===== src/verilog/spi_ss_pkg.sv =====
// shared constants and types for the select-controlled serial port and its master
`default_nettype none
package spi_ss_pkg;
   // clock and link timing
   localparam int CLK_PERIOD_NS = 40;                  // core clock period
   localparam int SCK_HALF_NS   = 480;                 // master serial clock half period
   localparam int SCK_HALF_CYC  = (SCK_HALF_NS + CLK_PERIOD_NS - 1) / CLK_PERIOD_NS;
   localparam int BITS_PER_BYTE = 8;                   // bits per transfer
   localparam int SYNC_STAGES   = 3;                   // pin synchroniser depth

   // device register byte offsets
   localparam logic [4:0] DEV_CTRL_OFS  = 5'h00;       // serial_port_control
   localparam logic [4:0] DEV_BUF_OFS   = 5'h04;       // serial_buffer_reg
   localparam logic [4:0] DEV_STAT_OFS  = 5'h08;       // clock edge select and buffer full
   localparam logic [4:0] DEV_ISTAT_OFS = 5'h0c;       // sticky event bits
   localparam logic [4:0] DEV_IMASK_OFS = 5'h10;       // event mask

   // master register byte offsets
   localparam logic [4:0] MST_CTRL_OFS  = 5'h00;       // polarity, phase, select
   localparam logic [4:0] MST_DATA_OFS  = 5'h04;       // write starts a byte, read gives last byte
   localparam logic [4:0] MST_STAT_OFS  = 5'h08;       // busy and done

   // serial_port_control, status, event and master register fields
   localparam int CTRL_WRITE_COLLISION_FLAG_BIT = 7;                   // write_collision_flag
   localparam int CTRL_OVF_BIT  = 6;                   // receive_overflow_flag
   localparam int CTRL_EN_BIT   = 5;                   // port_enable_bit
   localparam int CTRL_CKP_BIT  = 4;                   // clock_idle_polarity
   localparam int STAT_CKE_BIT  = 6;                   // clock edge select
   localparam int STAT_BF_BIT   = 0;                   // buffer_full_flag
   localparam int EV_BYTE_BIT   = 0;                   // port_interrupt_flag
   localparam int EV_WRITE_COLLISION_FLAG_BIT   = 1;
   localparam int EV_OVF_BIT    = 2;
   localparam int EV_W          = 3;
   localparam int MCTRL_CPOL_BIT = 0;
   localparam int MCTRL_CPHA_BIT = 1;
   localparam int MCTRL_SEL_BIT  = 2;
   localparam int MSTAT_BUSY_BIT = 0;
   localparam int MSTAT_DONE_BIT = 1;

   // values after reset
   localparam logic [7:0]      CTRL_RST  = 8'h00;
   localparam logic [EV_W-1:0] EV_RST    = 3'h0;
   localparam logic [2:0]      MCTRL_RST = 3'h0;

   // port_mode_field codes
   localparam logic [3:0] MODE_MST_DIV4  = 4'h0;
   localparam logic [3:0] MODE_MST_DIV16 = 4'h1;
   localparam logic [3:0] MODE_MST_DIV64 = 4'h2;
   localparam logic [3:0] MODE_MST_TMR   = 4'h3;
   localparam logic [3:0] MODE_SLV_SEL   = 4'h4;
   localparam logic [3:0] MODE_SLV_FREE  = 4'h5;

   typedef enum {PM_MASTER, PM_SLAVE_SEL, PM_SLAVE_FREE, PM_NONE} port_mode_t;
   typedef enum {M_IDLE, M_RUN, M_TAIL} mst_state_t;
endpackage
`default_nettype wire


===== src/verilog/spi_link_if.sv =====
// serial link between the master end and the select-controlled slave
`default_nettype none
interface spi_link_if;
   logic sck;        // serial clock from master
   logic sel_n;      // active-low select from master
   logic mosi;       // serial_in_pin of the slave
   logic miso;       // serial_out_pin value from slave
   logic miso_oe;    // slave drives serial_out_pin
   logic miso_line;  // resolved line, pulled high when released
   assign miso_line = miso_oe ? miso : 1'b1;
   modport master (output sck, output sel_n, output mosi, input miso_line);
   modport slave  (input sck, input sel_n, input mosi, output miso, output miso_oe);
endinterface
`default_nettype wire


===== src/verilog/spi_ss_slave.sv =====
// select-controlled byte-wide serial slave with avalon register access
`default_nettype none
// What this block does
// - select obeyed only in mode 0100
// - software makes the select pin an input
// - select low: shift as ordinary slave
// - select high: reset logic, release data out
// - leading-edge slave mode needs select control
// - serial reset clears bit counter
// - software reloads shift register after reset
// - shifting follows external clock, not core; here the pins are synchronised and shifted on the core clk
// - eight bits set flag, may wake
// - software sets serial pin directions
// - buffer write while busy: ignore, collision
// - byte while full: overflow, discard, stop
// - enable bit assigns pins to port in modes 0000 to 0101
module spi_ss_slave
   import spi_ss_pkg::*;
(
   // clock and reset
   input  wire logic        clk,
   input  wire logic        sys_rst,
   // avalon-mm register slave
   input  wire logic [4:0]  address,
   input  wire logic        read,
   input  wire logic        write,
   input  wire logic [31:0] writedata,
   output logic      [31:0] readdata,
   output logic             waitrequest,
   // system side
   output logic             irq,
   output logic             pins_assigned,
   // serial link
   spi_link_if.slave        link
);
   ////////////////////////////////////////////////////////////////////////////
   // state
   logic [SYNC_STAGES-1:0][2:0] sync_r, sync_nxt;  // pin synchroniser, order sck, sel_n, mosi
   logic [2:0]        lvl_r, lvl_nxt;              // agreed pin levels
   logic [7:0]        ctrl_r, ctrl_nxt;            // serial_port_control
   logic              cke_r, cke_nxt;              // data changes on leading edge when set
   logic              bf_r, bf_nxt;                // buffer_full_flag
   logic [7:0]        buf_r, buf_nxt;              // serial_buffer_reg, receive side
   logic [7:0]        sr_r, sr_nxt;                // serial_shift_reg, transmit side
   logic [7:0]        rx_r, rx_nxt;                // receive assembly
   logic [2:0]        cnt_r, cnt_nxt;              // bit counter
   logic              txs_r, txs_nxt;              // first bit already presented
   logic [EV_W-1:0]   ev_r, ev_nxt;                // sticky events
   logic [EV_W-1:0]   mask_r, mask_nxt;            // event mask
   logic [31:0]       rdata_r, rdata_nxt;
   logic              wait_r, wait_nxt;
   logic              irq_r, irq_nxt;
   logic              pins_r, pins_nxt;
   logic              miso_r, miso_nxt;
   logic              oe_r, oe_nxt;

   // combinational helpers
   port_mode_t        pmode;                       // decoded port_mode_field
   logic              slave_on;                    // enabled and in a slave variant
   logic              ser_rst;                     // serial logic held in reset
   logic              halted;                      // overflow stops communication
   logic              edge_seen, leading, smp_edge, sft_edge;
   logic              acc, wr, rd, done;
   logic [7:0]        byte_in;

   ////////////////////////////////////////////////////////////////////////////
   // mode decode and serial edge detection
   always_comb begin
      case (ctrl_r[3:0])
         MODE_MST_DIV4, MODE_MST_DIV16,
         MODE_MST_DIV64, MODE_MST_TMR: pmode = PM_MASTER;
         MODE_SLV_SEL:                 pmode = PM_SLAVE_SEL;
         MODE_SLV_FREE:                pmode = PM_SLAVE_FREE;
         default:                      pmode = PM_NONE;
      endcase
      // master clocking is not built here, so only slave variants run the shifter
      slave_on = ctrl_r[CTRL_EN_BIT] && (pmode == PM_SLAVE_SEL || pmode == PM_SLAVE_FREE);
      // select only counts in the select-controlled variant
      ser_rst  = !slave_on || (pmode == PM_SLAVE_SEL && lvl_r[1]);
      halted   = ctrl_r[CTRL_OVF_BIT];
      // a pin level changes once the second and third stages agree
      lvl_nxt  = lvl_r;
      for (int i = 0; i < 3; i++) begin
         if (sync_r[1][i] == sync_r[2][i]) begin
            lvl_nxt[i] = sync_r[2][i];
         end
      end
      sync_nxt = {sync_r[1:0], {link.mosi, link.sel_n, link.sck}};
      edge_seen = lvl_nxt[0] != lvl_r[0];
      // leading edge is the one leaving the idle level
      leading  = lvl_nxt[0] != ctrl_r[CTRL_CKP_BIT];
      // edge select set: sample on trailing edge, change on leading one
      smp_edge = edge_seen && (leading != cke_r);
      sft_edge = edge_seen && (leading == cke_r);
      acc      = (read || write) && !wait_r;
      wr       = write && acc;
      rd       = read && acc;
      byte_in  = {rx_r[6:0], lvl_r[2]};
      done     = !ser_rst && !halted && smp_edge && cnt_r == 3'(BITS_PER_BYTE - 1);
   end

   ////////////////////////////////////////////////////////////////////////////
   // serial shifter, buffer, flags and registers
   always_comb begin
      ctrl_nxt = ctrl_r;
      cke_nxt  = cke_r;
      bf_nxt   = bf_r;
      buf_nxt  = buf_r;
      sr_nxt   = sr_r;
      rx_nxt   = rx_r;
      cnt_nxt  = cnt_r;
      txs_nxt  = txs_r;
      ev_nxt   = ev_r;
      mask_nxt = mask_r;
      // software side effects first, hardware sets below win over clears
      if (wr) begin
         case (address)
            DEV_CTRL_OFS:  ctrl_nxt = writedata[7:0];
            DEV_STAT_OFS:  cke_nxt  = writedata[STAT_CKE_BIT];
            DEV_ISTAT_OFS: ev_nxt   = ev_r & ~writedata[EV_W-1:0];
            DEV_IMASK_OFS: mask_nxt = writedata[EV_W-1:0];
            default: ;
         endcase
      end
      if (rd && address == DEV_BUF_OFS) begin
         bf_nxt = 1'b0;                                   // reading the buffer empties it
      end
      if (ser_rst) begin
         // counter cleared; shift contents kept, software must reload
         cnt_nxt = 3'h0;
         txs_nxt = 1'b0;
      end else if (!halted) begin
         if (smp_edge) begin
            rx_nxt  = byte_in;
            cnt_nxt = cnt_r + 3'h1;
         end
         if (sft_edge) begin
            if (cke_r && !txs_r) begin
               txs_nxt = 1'b1;                            // bit 7 already on the pin
            end else begin
               sr_nxt = {sr_r[6:0], 1'b0};
            end
         end
      end
      if (done) begin
         txs_nxt = 1'b0;
         ev_nxt[EV_BYTE_BIT] = 1'b1;
         if (bf_r) begin
            // new byte is dropped and the port goes quiet
            ctrl_nxt[CTRL_OVF_BIT] = 1'b1;
            ev_nxt[EV_OVF_BIT]     = 1'b1;
         end else begin
            buf_nxt = byte_in;
            bf_nxt  = 1'b1;
         end
      end
      if (wr && address == DEV_BUF_OFS) begin
         if (cnt_r != 3'h0 || txs_r) begin
            // mid-byte load would corrupt the bit in flight
            ctrl_nxt[CTRL_WRITE_COLLISION_FLAG_BIT] = 1'b1;
            ev_nxt[EV_WRITE_COLLISION_FLAG_BIT]     = 1'b1;
         end else begin
            sr_nxt = writedata[7:0];
         end
      end
   end

   ////////////////////////////////////////////////////////////////////////////
   // bus answer and pin drive
   always_comb begin
      // one wait cycle per access: readdata is ready when waitrequest drops
      wait_nxt  = !((read || write) && wait_r);
      rdata_nxt = 32'h0;
      case (address)
         DEV_CTRL_OFS:  rdata_nxt[7:0] = ctrl_r;
         DEV_BUF_OFS:   rdata_nxt[7:0] = buf_r;
         DEV_STAT_OFS:  begin
            rdata_nxt[STAT_CKE_BIT] = cke_r;
            rdata_nxt[STAT_BF_BIT]  = bf_r;
         end
         DEV_ISTAT_OFS: rdata_nxt[EV_W-1:0] = ev_r;
         DEV_IMASK_OFS: rdata_nxt[EV_W-1:0] = mask_r;
         default:       rdata_nxt = 32'h0;          // unmapped reads as zero
      endcase
      // level interrupt doubles as the wake request
      irq_nxt  = |(ev_nxt & mask_nxt);
      pins_nxt = ctrl_nxt[CTRL_EN_BIT] && ctrl_nxt[3:0] <= MODE_SLV_FREE;
      miso_nxt = sr_nxt[7];
      oe_nxt   = !ser_rst && !halted;
   end

   ////////////////////////////////////////////////////////////////////////////
   // registers
   always_ff @(posedge clk) begin
      if (sys_rst) begin
         // start at the idle levels (clock low, select high) so no false edge follows reset
         sync_r <= {SYNC_STAGES{3'h2}};
         lvl_r  <= 3'h2;
         ctrl_r <= CTRL_RST;
         cke_r  <= 1'b0;
         bf_r   <= 1'b0;
         buf_r  <= 8'h00;
         sr_r   <= 8'h00;
         rx_r   <= 8'h00;
         cnt_r  <= 3'h0;
         txs_r  <= 1'b0;
         ev_r   <= EV_RST;
         mask_r <= EV_RST;
         rdata_r <= 32'h0;
         wait_r <= 1'b1;
         irq_r  <= 1'b0;
         pins_r <= 1'b0;
         miso_r <= 1'b0;
         oe_r   <= 1'b0;
      end else begin
         sync_r <= sync_nxt;
         lvl_r  <= lvl_nxt;
         ctrl_r <= ctrl_nxt;
         cke_r  <= cke_nxt;
         bf_r   <= bf_nxt;
         buf_r  <= buf_nxt;
         sr_r   <= sr_nxt;
         rx_r   <= rx_nxt;
         cnt_r  <= cnt_nxt;
         txs_r  <= txs_nxt;
         ev_r   <= ev_nxt;
         mask_r <= mask_nxt;
         rdata_r <= rdata_nxt;
         wait_r <= wait_nxt;
         irq_r  <= irq_nxt;
         pins_r <= pins_nxt;
         miso_r <= miso_nxt;
         oe_r   <= oe_nxt;
      end
   end

   assign readdata      = rdata_r;
   assign waitrequest   = wait_r;
   assign irq           = irq_r;
   assign pins_assigned = pins_r;
   assign link.miso     = miso_r;
   assign link.miso_oe  = oe_r;
endmodule // spi_ss_slave
`default_nettype wire


===== src/flat_wrapper.sv =====
// flat-port wrapper written by rule: the top's interface ports become plain ports
module spi_ss_slave_flat import spi_ss_pkg::*;
  (clk, sys_rst, address, read, write, writedata, readdata, waitrequest, irq, pins_assigned, link_sck, link_sel_n, link_mosi, link_miso, link_miso_oe);
  spi_link_if link_i ();
  input  wire logic clk;
  input  wire logic sys_rst;
  input  wire logic [4:0] address;
  input  wire logic read;
  input  wire logic write;
  input  wire logic [31:0] writedata;
  output logic      [31:0] readdata;
  output logic waitrequest;
  output logic irq;
  output logic pins_assigned;
  input wire logic [$bits(link_i.sck)-1:0] link_sck;
  input wire logic [$bits(link_i.sel_n)-1:0] link_sel_n;
  input wire logic [$bits(link_i.mosi)-1:0] link_mosi;
  output wire logic [$bits(link_i.miso)-1:0] link_miso;
  output wire logic [$bits(link_i.miso_oe)-1:0] link_miso_oe;
  assign link_i.sck = link_sck;
  assign link_i.sel_n = link_sel_n;
  assign link_i.mosi = link_mosi;
  assign link_miso = link_i.miso;
  assign link_miso_oe = link_i.miso_oe;
  spi_ss_slave u_core (.clk(clk), .sys_rst(sys_rst), .address(address), .read(read), .write(write), .writedata(writedata), .readdata(readdata), .waitrequest(waitrequest), .irq(irq), .pins_assigned(pins_assigned), .link(link_i));
endmodule

===== config.mk =====
export PLATFORM = sky130hd
export DESIGN_NAME = spi_ss_slave_flat
export DESIGN_NICKNAME = d
export VERILOG_FILES = /design/src/verilog/spi_ss_pkg.sv /design/src/verilog/spi_link_if.sv /design/src/verilog/spi_ss_slave.sv /design/src/flat_wrapper.sv
export SDC_FILE = /design/constraint.sdc
export NUM_CORES = 1
export LEC_CHECK = 0
export ABC_AREA = 1
export BUFFER_PORTS_ARGS = -buffer_cell sky130_fd_sc_hd__buf_2
export CAP_MARGIN = 10
export CELL_PAD_IN_SITES_DETAIL_PLACEMENT = 1
export CELL_PAD_IN_SITES_GLOBAL_PLACEMENT = 1
export CORE_MARGIN = 2
export CORE_UTILIZATION = 38
export CTS_CLUSTER_DIAMETER = 60
export CTS_CLUSTER_SIZE = 40
export DETAILED_ROUTE_END_ITERATION = 10
export PLACE_DENSITY = 0.85
export SYNTH_ARGS = -nofsm -noshare
export SYNTH_HDL_FRONTEND = slang
export SYNTH_SLANG_ARGS = --single-unit

===== constraint.sdc =====
create_clock -name clk -period 2.4 [get_ports clk]
set_input_delay 0.36 -clock clk [delete_from_list [all_inputs] [get_ports clk]]
set_output_delay 0.36 -clock clk [all_outputs]
set_load 0.01 [all_outputs]

== Yosys cells after proc, flatten, opt, wreduce, memory -nomap -nowiden ==
Cells that the tools add are included.

* Add/sub/neg operators: 1
* Order comparisons: 1
* Equal/unequal tests: 19
* Mux-type cells: 31
* Bitwise gates (word level): 6
* Reduce and logical (&&, ||, !) cells: 38

{| class="wikitable"
|+ Operators by type and width
! operator !! number
|-
| $mux 8 || 8
|-
| $logic_and 1x1->1 || 15
|-
| $mux 1 || 13
|-
| $mux 3 || 4
|-
| $eq 5x4->1 const B || 2
|-
| $eq 4x2->1 const B || 2
|-
| $eq 4x3->1 const B || 2
|-
| $pmux 2 s4 || 1
|-
| $reduce_and 2->1 || 4
|-
| $and 3x3->3 || 2
|-
| $logic_not 1->1 || 6
|-
| $pmux 2 s3 || 1
|-
| $pmux 3 s2 || 1
|-
| $reduce_and 3->1 || 2
|-
| $reduce_or 3->1 || 2
|-
| $eq 5x3->1 const B || 1
|-
| $eq 5x5->1 const B || 1
|-
| $logic_not 5->1 || 1
|-
| $pmux 1 s5 || 1
|-
| $eq 1x1->1 || 4
|-
| $eq 4x1->1 const B || 1
|-
| $le 4x3->1 const B || 1
|-
| $logic_not 4->1 || 1
|-
| $logic_or 1x1->1 || 4
|-
| other kinds (12) || 16
|}

* Flip-flop bits (word level): 92
* Input bits: 44
* Word-level logic and storage cells: 120

== Depth between registers and ports, before layout ==
Gate-level depths: netlist (run 1).

* Depth after elaboration: 15
* Mapped depth: 15

== Least setup slack after synthesis (run 1) ==
Ideal clock, no wire load.

* Path type: reg2reg
* Start point: reg u_core.ctrl_r[2]
* End point: reg u_core.miso_r, in the netlist u_core.link.miso
* Data arrival time: 1.681 ns
* Required time: 2.292 ns
* Slack: 0.611 ns
* Stages on the path, launching flop included: 13
* Buffers on the path: 1
* Cell sequence: dfxtp_1 > inv_1 > nor4_1 > ha_1 > nor2_8 > o21ai_2 > nor2_8 > nand2_4 > buf_12 > nand2_4 > nand3_2 > nand3_2 > inv_2

* Longest elaborated chain between the ends: 11

{| class="wikitable"
|+ Ends and longest elaborated chain
! what !! RTL line !! source
|-
| start: declaration || spi_ss_slave.sv:40 || <nowiki>logic [7:0] ctrl_r, ctrl_nxt;</nowiki>
|-
| start signal: assignment || spi_ss_slave.sv:218 || <nowiki>ctrl_r <= ctrl_nxt;</nowiki>
|-
| $eq 4x1->1, or another cell as far along || spi_ss_slave.sv:69 || <nowiki>case (ctrl_r[3:0])</nowiki>
|-
| $reduce_or 4->1 || spi_ss_slave.sv:69 ||
|-
| $pmux 2 s3 * || spi_ss_slave.sv:69 ||
|-
| $eq 2x1->1 or $eq 2x2->1 (tied branches) || spi_ss_slave.sv:77, spi_ss_slave.sv:79 ||
|-
| $logic_or 1x1->1 || spi_ss_slave.sv:77 || <nowiki>slave_on = ctrl_r[CTRL_EN_BIT] && (pmode == PM_SLAVE_SEL || pmode == PM_SLAVE_FREE);</nowiki>
|-
| $logic_and 1x1->1 || spi_ss_slave.sv:77 ||
|-
| $logic_not 1->1 || spi_ss_slave.sv:79 || <nowiki>ser_rst = !slave_on || (pmode == PM_SLAVE_SEL && lvl_r[1]);</nowiki>
|-
| $logic_or 1x1->1 * || spi_ss_slave.sv:79 ||
|-
| $mux 8 * || spi_ss_slave.sv:128 || <nowiki>if (ser_rst) begin</nowiki>
|-
| $mux 8 || spi_ss_slave.sv:158 || <nowiki>if (cnt_r != 3'h0 || txs_r) begin</nowiki>
|-
| $mux 8 * || spi_ss_slave.sv:157 || <nowiki>if (wr && address == DEV_BUF_OFS) begin</nowiki>
|-
| end signal: assignment || spi_ss_slave.sv:232 || <nowiki>miso_r <= miso_nxt;</nowiki>
|-
| end: declaration || spi_ss_slave.sv:54 || <nowiki>logic miso_r, miso_nxt;</nowiki>
|}

Every way passes the cells marked *; elsewhere a longest branch is shown, timed or not.
A chain may end at the register's enable or synchronous reset.

== Worst setup path in the final report (run 1) ==
* Start point: reg u_core.cnt_r[1]
* End point: reg u_core.miso_r, in the netlist u_core.link.miso

* Longest elaborated chain between the ends: 4

{| class="wikitable"
|+ Ends and longest elaborated chain
! what !! RTL line !! source
|-
| start: declaration || spi_ss_slave.sv:46 || <nowiki>logic [2:0] cnt_r, cnt_nxt;</nowiki>
|-
| start signal: assignment || spi_ss_slave.sv:224 || <nowiki>cnt_r <= cnt_nxt;</nowiki>
|-
| $reduce_bool 3->1 || spi_ss_slave.sv:158 ||
|-
| $logic_or 1x1->1 || spi_ss_slave.sv:158 ||
|-
| $mux 8 || spi_ss_slave.sv:158 ||
|-
| $mux 8 || spi_ss_slave.sv:157 ||
|}

No other way between the ends.

==> out/qor.csv, run 1 <==
stage,metric,value,unit
outcome,status,finished clean,
critical_path,Crit. End Element,flop,
clock_tree,# Post-CTS Setup Buffers,0,
detailed_routing,DR iter-0 viols,75,
clock_tree,"Clk pin slew, worst setup/hold paths",70,ps
timing,Slew @ Worst Pin,566,ps
detailed_routing,Vias,2604,
finish,final net count,487,
timing,normalized max-slew margin,0.622,
synthesis,synth warn,0,
clock_tree,CTS Sinks,67,
floorplan,die height,96.0,um
floorplan,# rows,33,
clock_tree,"Gates resized, CTS repair",0,
global_routing,initial antenna violation count,0,
detailed_routing,total detailed-routing wirelength,7490,um
global_routing,Top Usage Layer GRT,met2,
placement,number of port buffers,32,
timing,"Setup violations, final",0,
clock_tree,CTS Hold Bufs,0,
flow_run,Max Cap Viol,0,
synthesis,count of cell types in the netlist,41,
placement,GP Congestion,0.839,
clock_tree,clk buf depth,2,
detailed_routing,vias per inst,4.74,
timing,Final Hold Fails,0,
detailed_routing,DRT Pass-1 Iters,4,
timing,max-slew violation count,0,
floorplan,# IOs,81,
floorplan,core area,8220,um2
power_and_ir_drop,peak supply drop,345,uV
synthesis,Synth Area per Inst,7.94,um2
synthesis,post-synthesis simple-gate area fraction,0.280,
placement,HPWL after DPL,5550,um
synthesis,post-synthesis compound-gate area fraction,0.139,
timing,setup ws final,377,ps
critical_path,crit path max fanout,16,
timing,fmax,494,MHz
placement,dpl ws,365,ps
critical_path,WP data required,2650,ps
global_routing,vias in the first global route,2700,
global_routing,largest net degree at the start of global routing,29,
clock_tree,TritonCTS clock tree,built,
detailed_routing,"antenna viol nets, final",0,
synthesis,largest cells by area after synthesis,"dfxtp_1, nand2_1, buf_4, nor2_1, inv_1",
power_and_ir_drop,Pleak,1.61,nW
power_and_ir_drop,register share of total power,0.489,
floorplan,Die ar.,9210,um2
critical_path,Worst path max stage delay,490,ps
finish,Fillers,1051,
critical_path,Worst path slowest cell,nor3b_1,
synthesis,post-synthesis mux area share,0,
timing,Final min period,2020,ps
floorplan,initial core utilization,0.391,
synthesis,Post-Synth XOR/XNOR Area,0,
critical_path,Worst Setup Start Kind,flop,
synthesis,sequential area share after synthesis,0.417,
critical_path,CP arrival,2270,ps
finish,Multi-input gate area,1490,um2
clock_tree,Clk Tree Root Cell,clkbuf_8,
clock_tree,CTS buffer count,9,
critical_path,crit-path cells,inv_1 -> ha_1 -> nor3b_1 -> nand3_2 -> or2_0 -> nand3_2 -> inv_2,
power_and_ir_drop,Clock Power Share,0.463,
clock_tree,H-Tree Depth,3,
global_routing,Global Route met1 Usage,0.209,
power_and_ir_drop,P_sw,0.511,mW
timing,RSZ-0062 raised after global routing,false,
synthesis,#FFs+latches synth,67,
synthesis,dominant cell type by area after synthesis,dfxtp_1,
finish,most frequent cells in the layout,"nand2_1, dfxtp_1, nor2_1",
detailed_routing,WL/cell,13.6,um
clock_tree,Clock Latency Late Sink,350,ps
synthesis,Post-Syn Instances,405,
floorplan,DIE WIDTH,96.0,um
synthesis,adder-cell share of the synthesized area,0.0156,
power_and_ir_drop,Switching Share,0.222,
finish,Reg area,1340,um2
power_and_ir_drop,Combinational Power Share,0.047,
global_routing,M3 GR Usage,0.0564,
hold_path,Hold/Removal Path Class,in2reg,
timing,setup TNS,0,ps
critical_path,most frequent CP cell,nand3_2,
global_routing,first-pass GRT wire length,12800,um
critical_path,flop2flop setup slack,380,ps
timing,skew final,8.17,ps
synthesis,largest family of logic cells by synthesized area,simple AND/OR/NAND/NOR gates,
finish,share of layout cells above drive strength 1,0.248,
synthesis,Yosys top cell area share,0.417,
global_routing,Total GRT Usage,0.183,
critical_path,crit path kind,reg2reg,
finish,"Cell Count, Final, Fillers Out",549,
synthesis,mapped cell area,3220,um2
finish,area grow syn2layout,11.5,%
finish,Antenna diodes,0,
power_and_ir_drop,P per Cell Area,642,nW/um2
global_routing,met2 Usage GRT,0.325,
detailed_routing,Post-route DRC,0,
global_routing,GRT overflow,0,
power_and_ir_drop,P_int,1.79,mW
placement,placed cells,533,
timing,period utilisation layout,0.843,
[power by group through the flow]
stage / combinational (mW) / sequential (mW) / clock (mW)
floorplan: 0.0983 / 1.15 / 0
global placement: 0.105 / 1.15 / 0
detailed placement: 0.108 / 1.15 / 0
CTS: 0.109 / 1.13 / 1.09
global route: 0.123 / 1.13 / 1.14
finish: 0.109 / 1.13 / 1.07
[registers in the layout, indices dropped and copies added (netlist names)]
register / count
u_core.bf_r: 1
u_core.buf_r: 8
u_core.cke_r: 1
u_core.cnt_r: 3
u_core.ctrl_r: 8
u_core.ev_r: 3
u_core.irq: 1
u_core.link.miso: 1
u_core.link.miso_oe: 1
u_core.lvl_r: 3
u_core.mask_r: 3
u_core.pins_assigned: 1
u_core.readdata: 8
u_core.rx_r: 7
u_core.sr_r: 7
u_core.sync_nxt: 6
u_core.sync_r: 3
u_core.txs_r: 1
u_core.waitrequest: 1
[cell usage after synthesis]
| master | number |
|---|---|
| nand3b_1 | 2 |
| buf_2 | 1 |
| nor4_1 | 2 |
| inv_1 | 42 |
| clkbuf_1 | 5 |
| nor3_1 | 2 |
| buf_4 | 27 |
| nor2_1 | 45 |
| o21ai_1 | 9 |
| nand2_1 | 67 |
| nand3_2 | 3 |
| o221ai_1 | 1 |
| or2_2 | 3 |
| clkinv_1 | 1 |
| a31oi_1 | 3 |
| and2_1 | 1 |
| a21oi_2 | 8 |
| ha_1 | 4 |
| o21ai_2 | 8 |
| nand3_4 | 2 |
| clkinv_2 | 1 |
| nor2_2 | 4 |
| nor2_8 | 3 |
| inv_4 | 4 |
| buf_12 | 1 |
| a41oi_1 | 2 |
| nand3_1 | 16 |
| nand2_4 | 7 |
| nand4_4 | 1 |
| conb_1 | 1 |
| inv_2 | 7 |
| nand2_2 | 7 |
| or2_0 | 2 |
| o21bai_1 | 1 |
| nor3b_1 | 1 |
| o211ai_1 | 1 |
| a21oi_1 | 24 |
| nor2_4 | 2 |
| o21ai_0 | 16 |
| dfxtp_1 | 67 |
| buf_6 | 1 |
[metal layers]
metal,part of all wire,up-vias,wire [um]
met3,0.042,10,317
met1,0.43,1229,3200
met5,0,-,0
li1,-,1307,-
met4,0.011,0,79
met2,0.52,58,3900
[cells by family (layout without fill, tap and decap cells)]
kind of cell             count (synthesis)  after routing
adder cells (fa/ha/maj)                  4              4
other                                    1             24
flip-flops                              67             67
AND/OR/NAND/NOR                        170            170
AO/OA/AOI/OAI                           73             73
buffers and inverters                   90            106
[final timing paths]
path / from / end / cells after the start
worst max-delay path: u_core.cnt_r[1] / u_core.link.miso / 7
worst min-delay path: link_sel_n / u_core.sync_nxt[4] / 2
worst max register to register: u_core.cnt_r[1] / u_core.link.miso / 7
worst min register to register: u_core.sync_nxt[3] / u_core.sync_nxt[6] / 2
[worst max-delay path, delay by kind of cell (launching register included)]
kind,cells,cell delay (ps)
adders and majority gates,1,160
DFF,1,320
buffers and inverters,2,110
and+or+nand+nor,4,1340
[area by class of cell]
| class | instances | share of cell area |
|---|---|---|
| multi-input cells | 271 | 0.414 |
| flip-flops and latches | 67 | 0.374 |
| inverters | 55 | 0.0607 |
| repair buffers | 35 | 0.0509 |
| clock buffers | 12 | 0.0433 |
| well taps | 105 | 0.0366 |
| clock inverters | 4 | 0.0202 |
[stage by stage]
stage / hold WS, ps / power [mW] / area, um2 / utilization
detailed placement: 412 / 1.26 / 3360 / 0.409
finish: 200 / 2.30 / 3590 / 0.436
global placement: 398 / 1.26 / 3360 / 0.409
CTS: 189 / 2.32 / 3590 / 0.436
global route: 197 / 2.39 / 3590 / 0.436
floorplan: 388 / 1.25 / 3300 / -
(Power assumes the default switching activity.)
==> run 2: changes to the inputs <==
==> constraint.sdc (replaced) <==
create_clock -name clk -period 2.1 [get_ports clk]
set_input_delay 0.315 -clock clk [delete_from_list [all_inputs] [get_ports clk]]
set_output_delay 0.315 -clock clk [all_outputs]
set_load 0.01 [all_outputs]
==> run 2 against run 1 <==
  * First-iteration DRC count is 28% higher
  * Non-clock buffer count is 4 higher
  * Clock skew is 2.0 ps lower
  * Count of clock-buffer cells in the layout stayed put
  * Register-to-register slack worse by 230 ps
  * Clock power is 7% lower
  * Worst setup slack worse by 230 ps
  * Sequential cell count stayed put
  * Maximum frequency is 3.5% higher
  * Final cell count is 0.55% higher
  * Die area stayed put
  * Critical path type unchanged
  * Largest cell class unchanged
==> out/qor.csv, run 2 (synthesized netlist as in run 1, its figures left out) <==
stage,metric,value,unit
outcome,status,finished clean,
floorplan,Die ar.,9210,um2
clock_tree,clk buf depth,2,
finish,final net count,491,
detailed_routing,vias per inst,4.78,
hold_path,Hold Crit Start,link_sel_n,
power_and_ir_drop,Switching Share,0.232,
power_and_ir_drop,P per Cell Area,677,nW/um2
timing,RSZ-0062 raised after global routing,false,
floorplan,initial core utilization,0.391,
global_routing,initial antenna violation count,0,
global_routing,GRT overflow,0,
placement,GP Congestion,0.833,
clock_tree,H-Tree Depth,3,
critical_path,flop2flop setup slack,140,ps
detailed_routing,DRT Pass-1 Iters,4,
floorplan,# rows,33,
critical_path,worst-case reg-to-reg path depth,8,
placement,HPWL after DPL,5600,um
timing,Final min period,1960,ps
power_and_ir_drop,P_sw,0.561,mW
placement,number of port buffers,32,
timing,Final Hold Fails,0,
timing,skew final,6.18,ps
critical_path,Worst R2R End,u_core.link.miso,
finish,Antenna diodes,0,
timing,fmax,511,MHz
power_and_ir_drop,Clock Power Share,0.415,
finish,area grow syn2layout,11.0,%
hold_path,Worst Hold End,u_core.sync_nxt[4],
hold_path,worst hold path cell count,2,
critical_path,Crit. End Element,flop,
clock_tree,CTS Sinks,67,
global_routing,Global Route met1 Usage,0.204,
detailed_routing,total detailed-routing wirelength,7400,um
finish,most frequent cells in the layout,"nand2_1, dfxtp_1, nor2_1",
finish,Fillers,1039,
clock_tree,TritonCTS clock tree,built,
power_and_ir_drop,register share of total power,0.533,
floorplan,die height,96.0,um
critical_path,crit path max fanout,15,
detailed_routing,WL/cell,13.4,um
hold_path,Hold/Removal Path Class,in2reg,
power_and_ir_drop,peak supply drop,400,uV
floorplan,DIE WIDTH,96.0,um
global_routing,largest net degree at the start of global routing,29,
critical_path,Worst Setup Start Kind,flop,
detailed_routing,"antenna viol nets, final",0,
critical_path,CP arrival,2200,ps
power_and_ir_drop,"Power, Total",2.42,mW
clock_tree,Clock Latency Late Sink,350,ps
detailed_routing,DR iter-0 viols,96,
timing,period utilisation layout,0.931,
timing,Fin Hold WS,151,ps
global_routing,Top Usage Layer GRT,met2,
floorplan,core area,8220,um2
power_and_ir_drop,Combinational Power Share,0.052,
timing,"Setup violations, final",0,
clock_tree,"Clk pin slew, worst setup/hold paths",70,ps
detailed_routing,Vias,2639,
global_routing,M3 GR Usage,0.0525,
floorplan,# IOs,81,
global_routing,met2 Usage GRT,0.324,
global_routing,Total GRT Usage,0.181,
clock_tree,Clk Tree Root Cell,clkbuf_8,
power_and_ir_drop,Pleak,1.61,nW
clock_tree,# Post-CTS Setup Buffers,0,
critical_path,reg2reg start,u_core.cnt_r[0],
critical_path,crit path kind,reg2reg,
global_routing,first-pass GRT wire length,12700,um
global_routing,vias in the first global route,2742,
clock_tree,CTS buffer count,9,
power_and_ir_drop,P_int,1.86,mW
detailed_routing,Post-route DRC,0,
timing,setup TNS,0,ps
critical_path,WP data required,2350,ps
flow_run,Max Cap Viol,0,
timing,max-slew violation count,0,
finish,share of layout cells above drive strength 1,0.251,
[run 2: changes by cell type in the layout (fill, tap and decap cells not counted)]
cell,previous run,this run
clkinv_2,2,3
bufinv_16,2,1
clkinvlp_4,1,0
clkbuf_8,11,9
nor4_2,0,1
buf_4,3,7
nor4_1,2,1
clkbuf_1,1,3
[run 2: timing repair]
| item | CTS | global route |
|---|---|---|
| gates resized for setup | 0 | 1 |
| hold buffers | 0 | 0 |
| setup endpoints to repair | 0 | 1 |
[run 2: layer usage]
metal  vias up  share of wire
met4         0          0.018
met1      1268           0.43
met5         -              0
met2        47           0.52
met3        14          0.039
li1       1310              -
[run 2: worst max-delay path: stages, from the launching register on]
cell,delay (ps)
dfxtp_1,330
inv_1,100
ha_1,160
nor3b_1,340
buf_4,190
nand3_2,290
or2_0,330
nand3_2,90
inv_2,30
[run 2: worst max-delay path by stage]
stage / end / depth (start not counted) / from
after global placement: u_core.link.miso / 11 / u_core.ctrl_r[2]
after global routing: u_core.link.miso / 8 / u_core.cnt_r[0]
after floorplan: u_core.link.miso / 12 / u_core.ctrl_r[2]
after detailed placement: u_core.link.miso / 8 / u_core.cnt_r[0]
final: u_core.link.miso / 8 / u_core.cnt_r[0]
after CTS: u_core.sr_r[6] / 9 / u_core.ctrl_r[2]
[run 2: final cells by class]
type                            count  area [um2]  share of cell area
Timing Repair Buffer               39         213              0.0596
Multi-Input combinational cell    271        1490               0.418
Sequential cell                    67        1340               0.376
Clock buffer                       12         135              0.0379
Inverter                           55         218              0.0610
Clock inverter                      3        40.0              0.0112
Tap cell                          105         131              0.0368
[run 2: power groups by stage]
stage	logic, mW	clock network, mW	registers, mW
2_1_floorplan	0.112	0	1.32
4_1_cts	0.125	1.04	1.29
5_1_grt	0.142	1.09	1.29
3_3_place_gp	0.121	0	1.32
6_report	0.126	1.00	1.29
3_5_place_dp	0.124	0	1.32
[run 2: metrics by stage]
stage                util  instance area (um2)  worst slack [ps]  instances
detailed placement  0.412                 3390               183        537
CTS                 0.434                 3560               147        552
global placement    0.412                 3390               227        537
floorplan               -                 3300               311        428
global route        0.434                 3570              10.2        552
finish              0.434                 3570               145        552
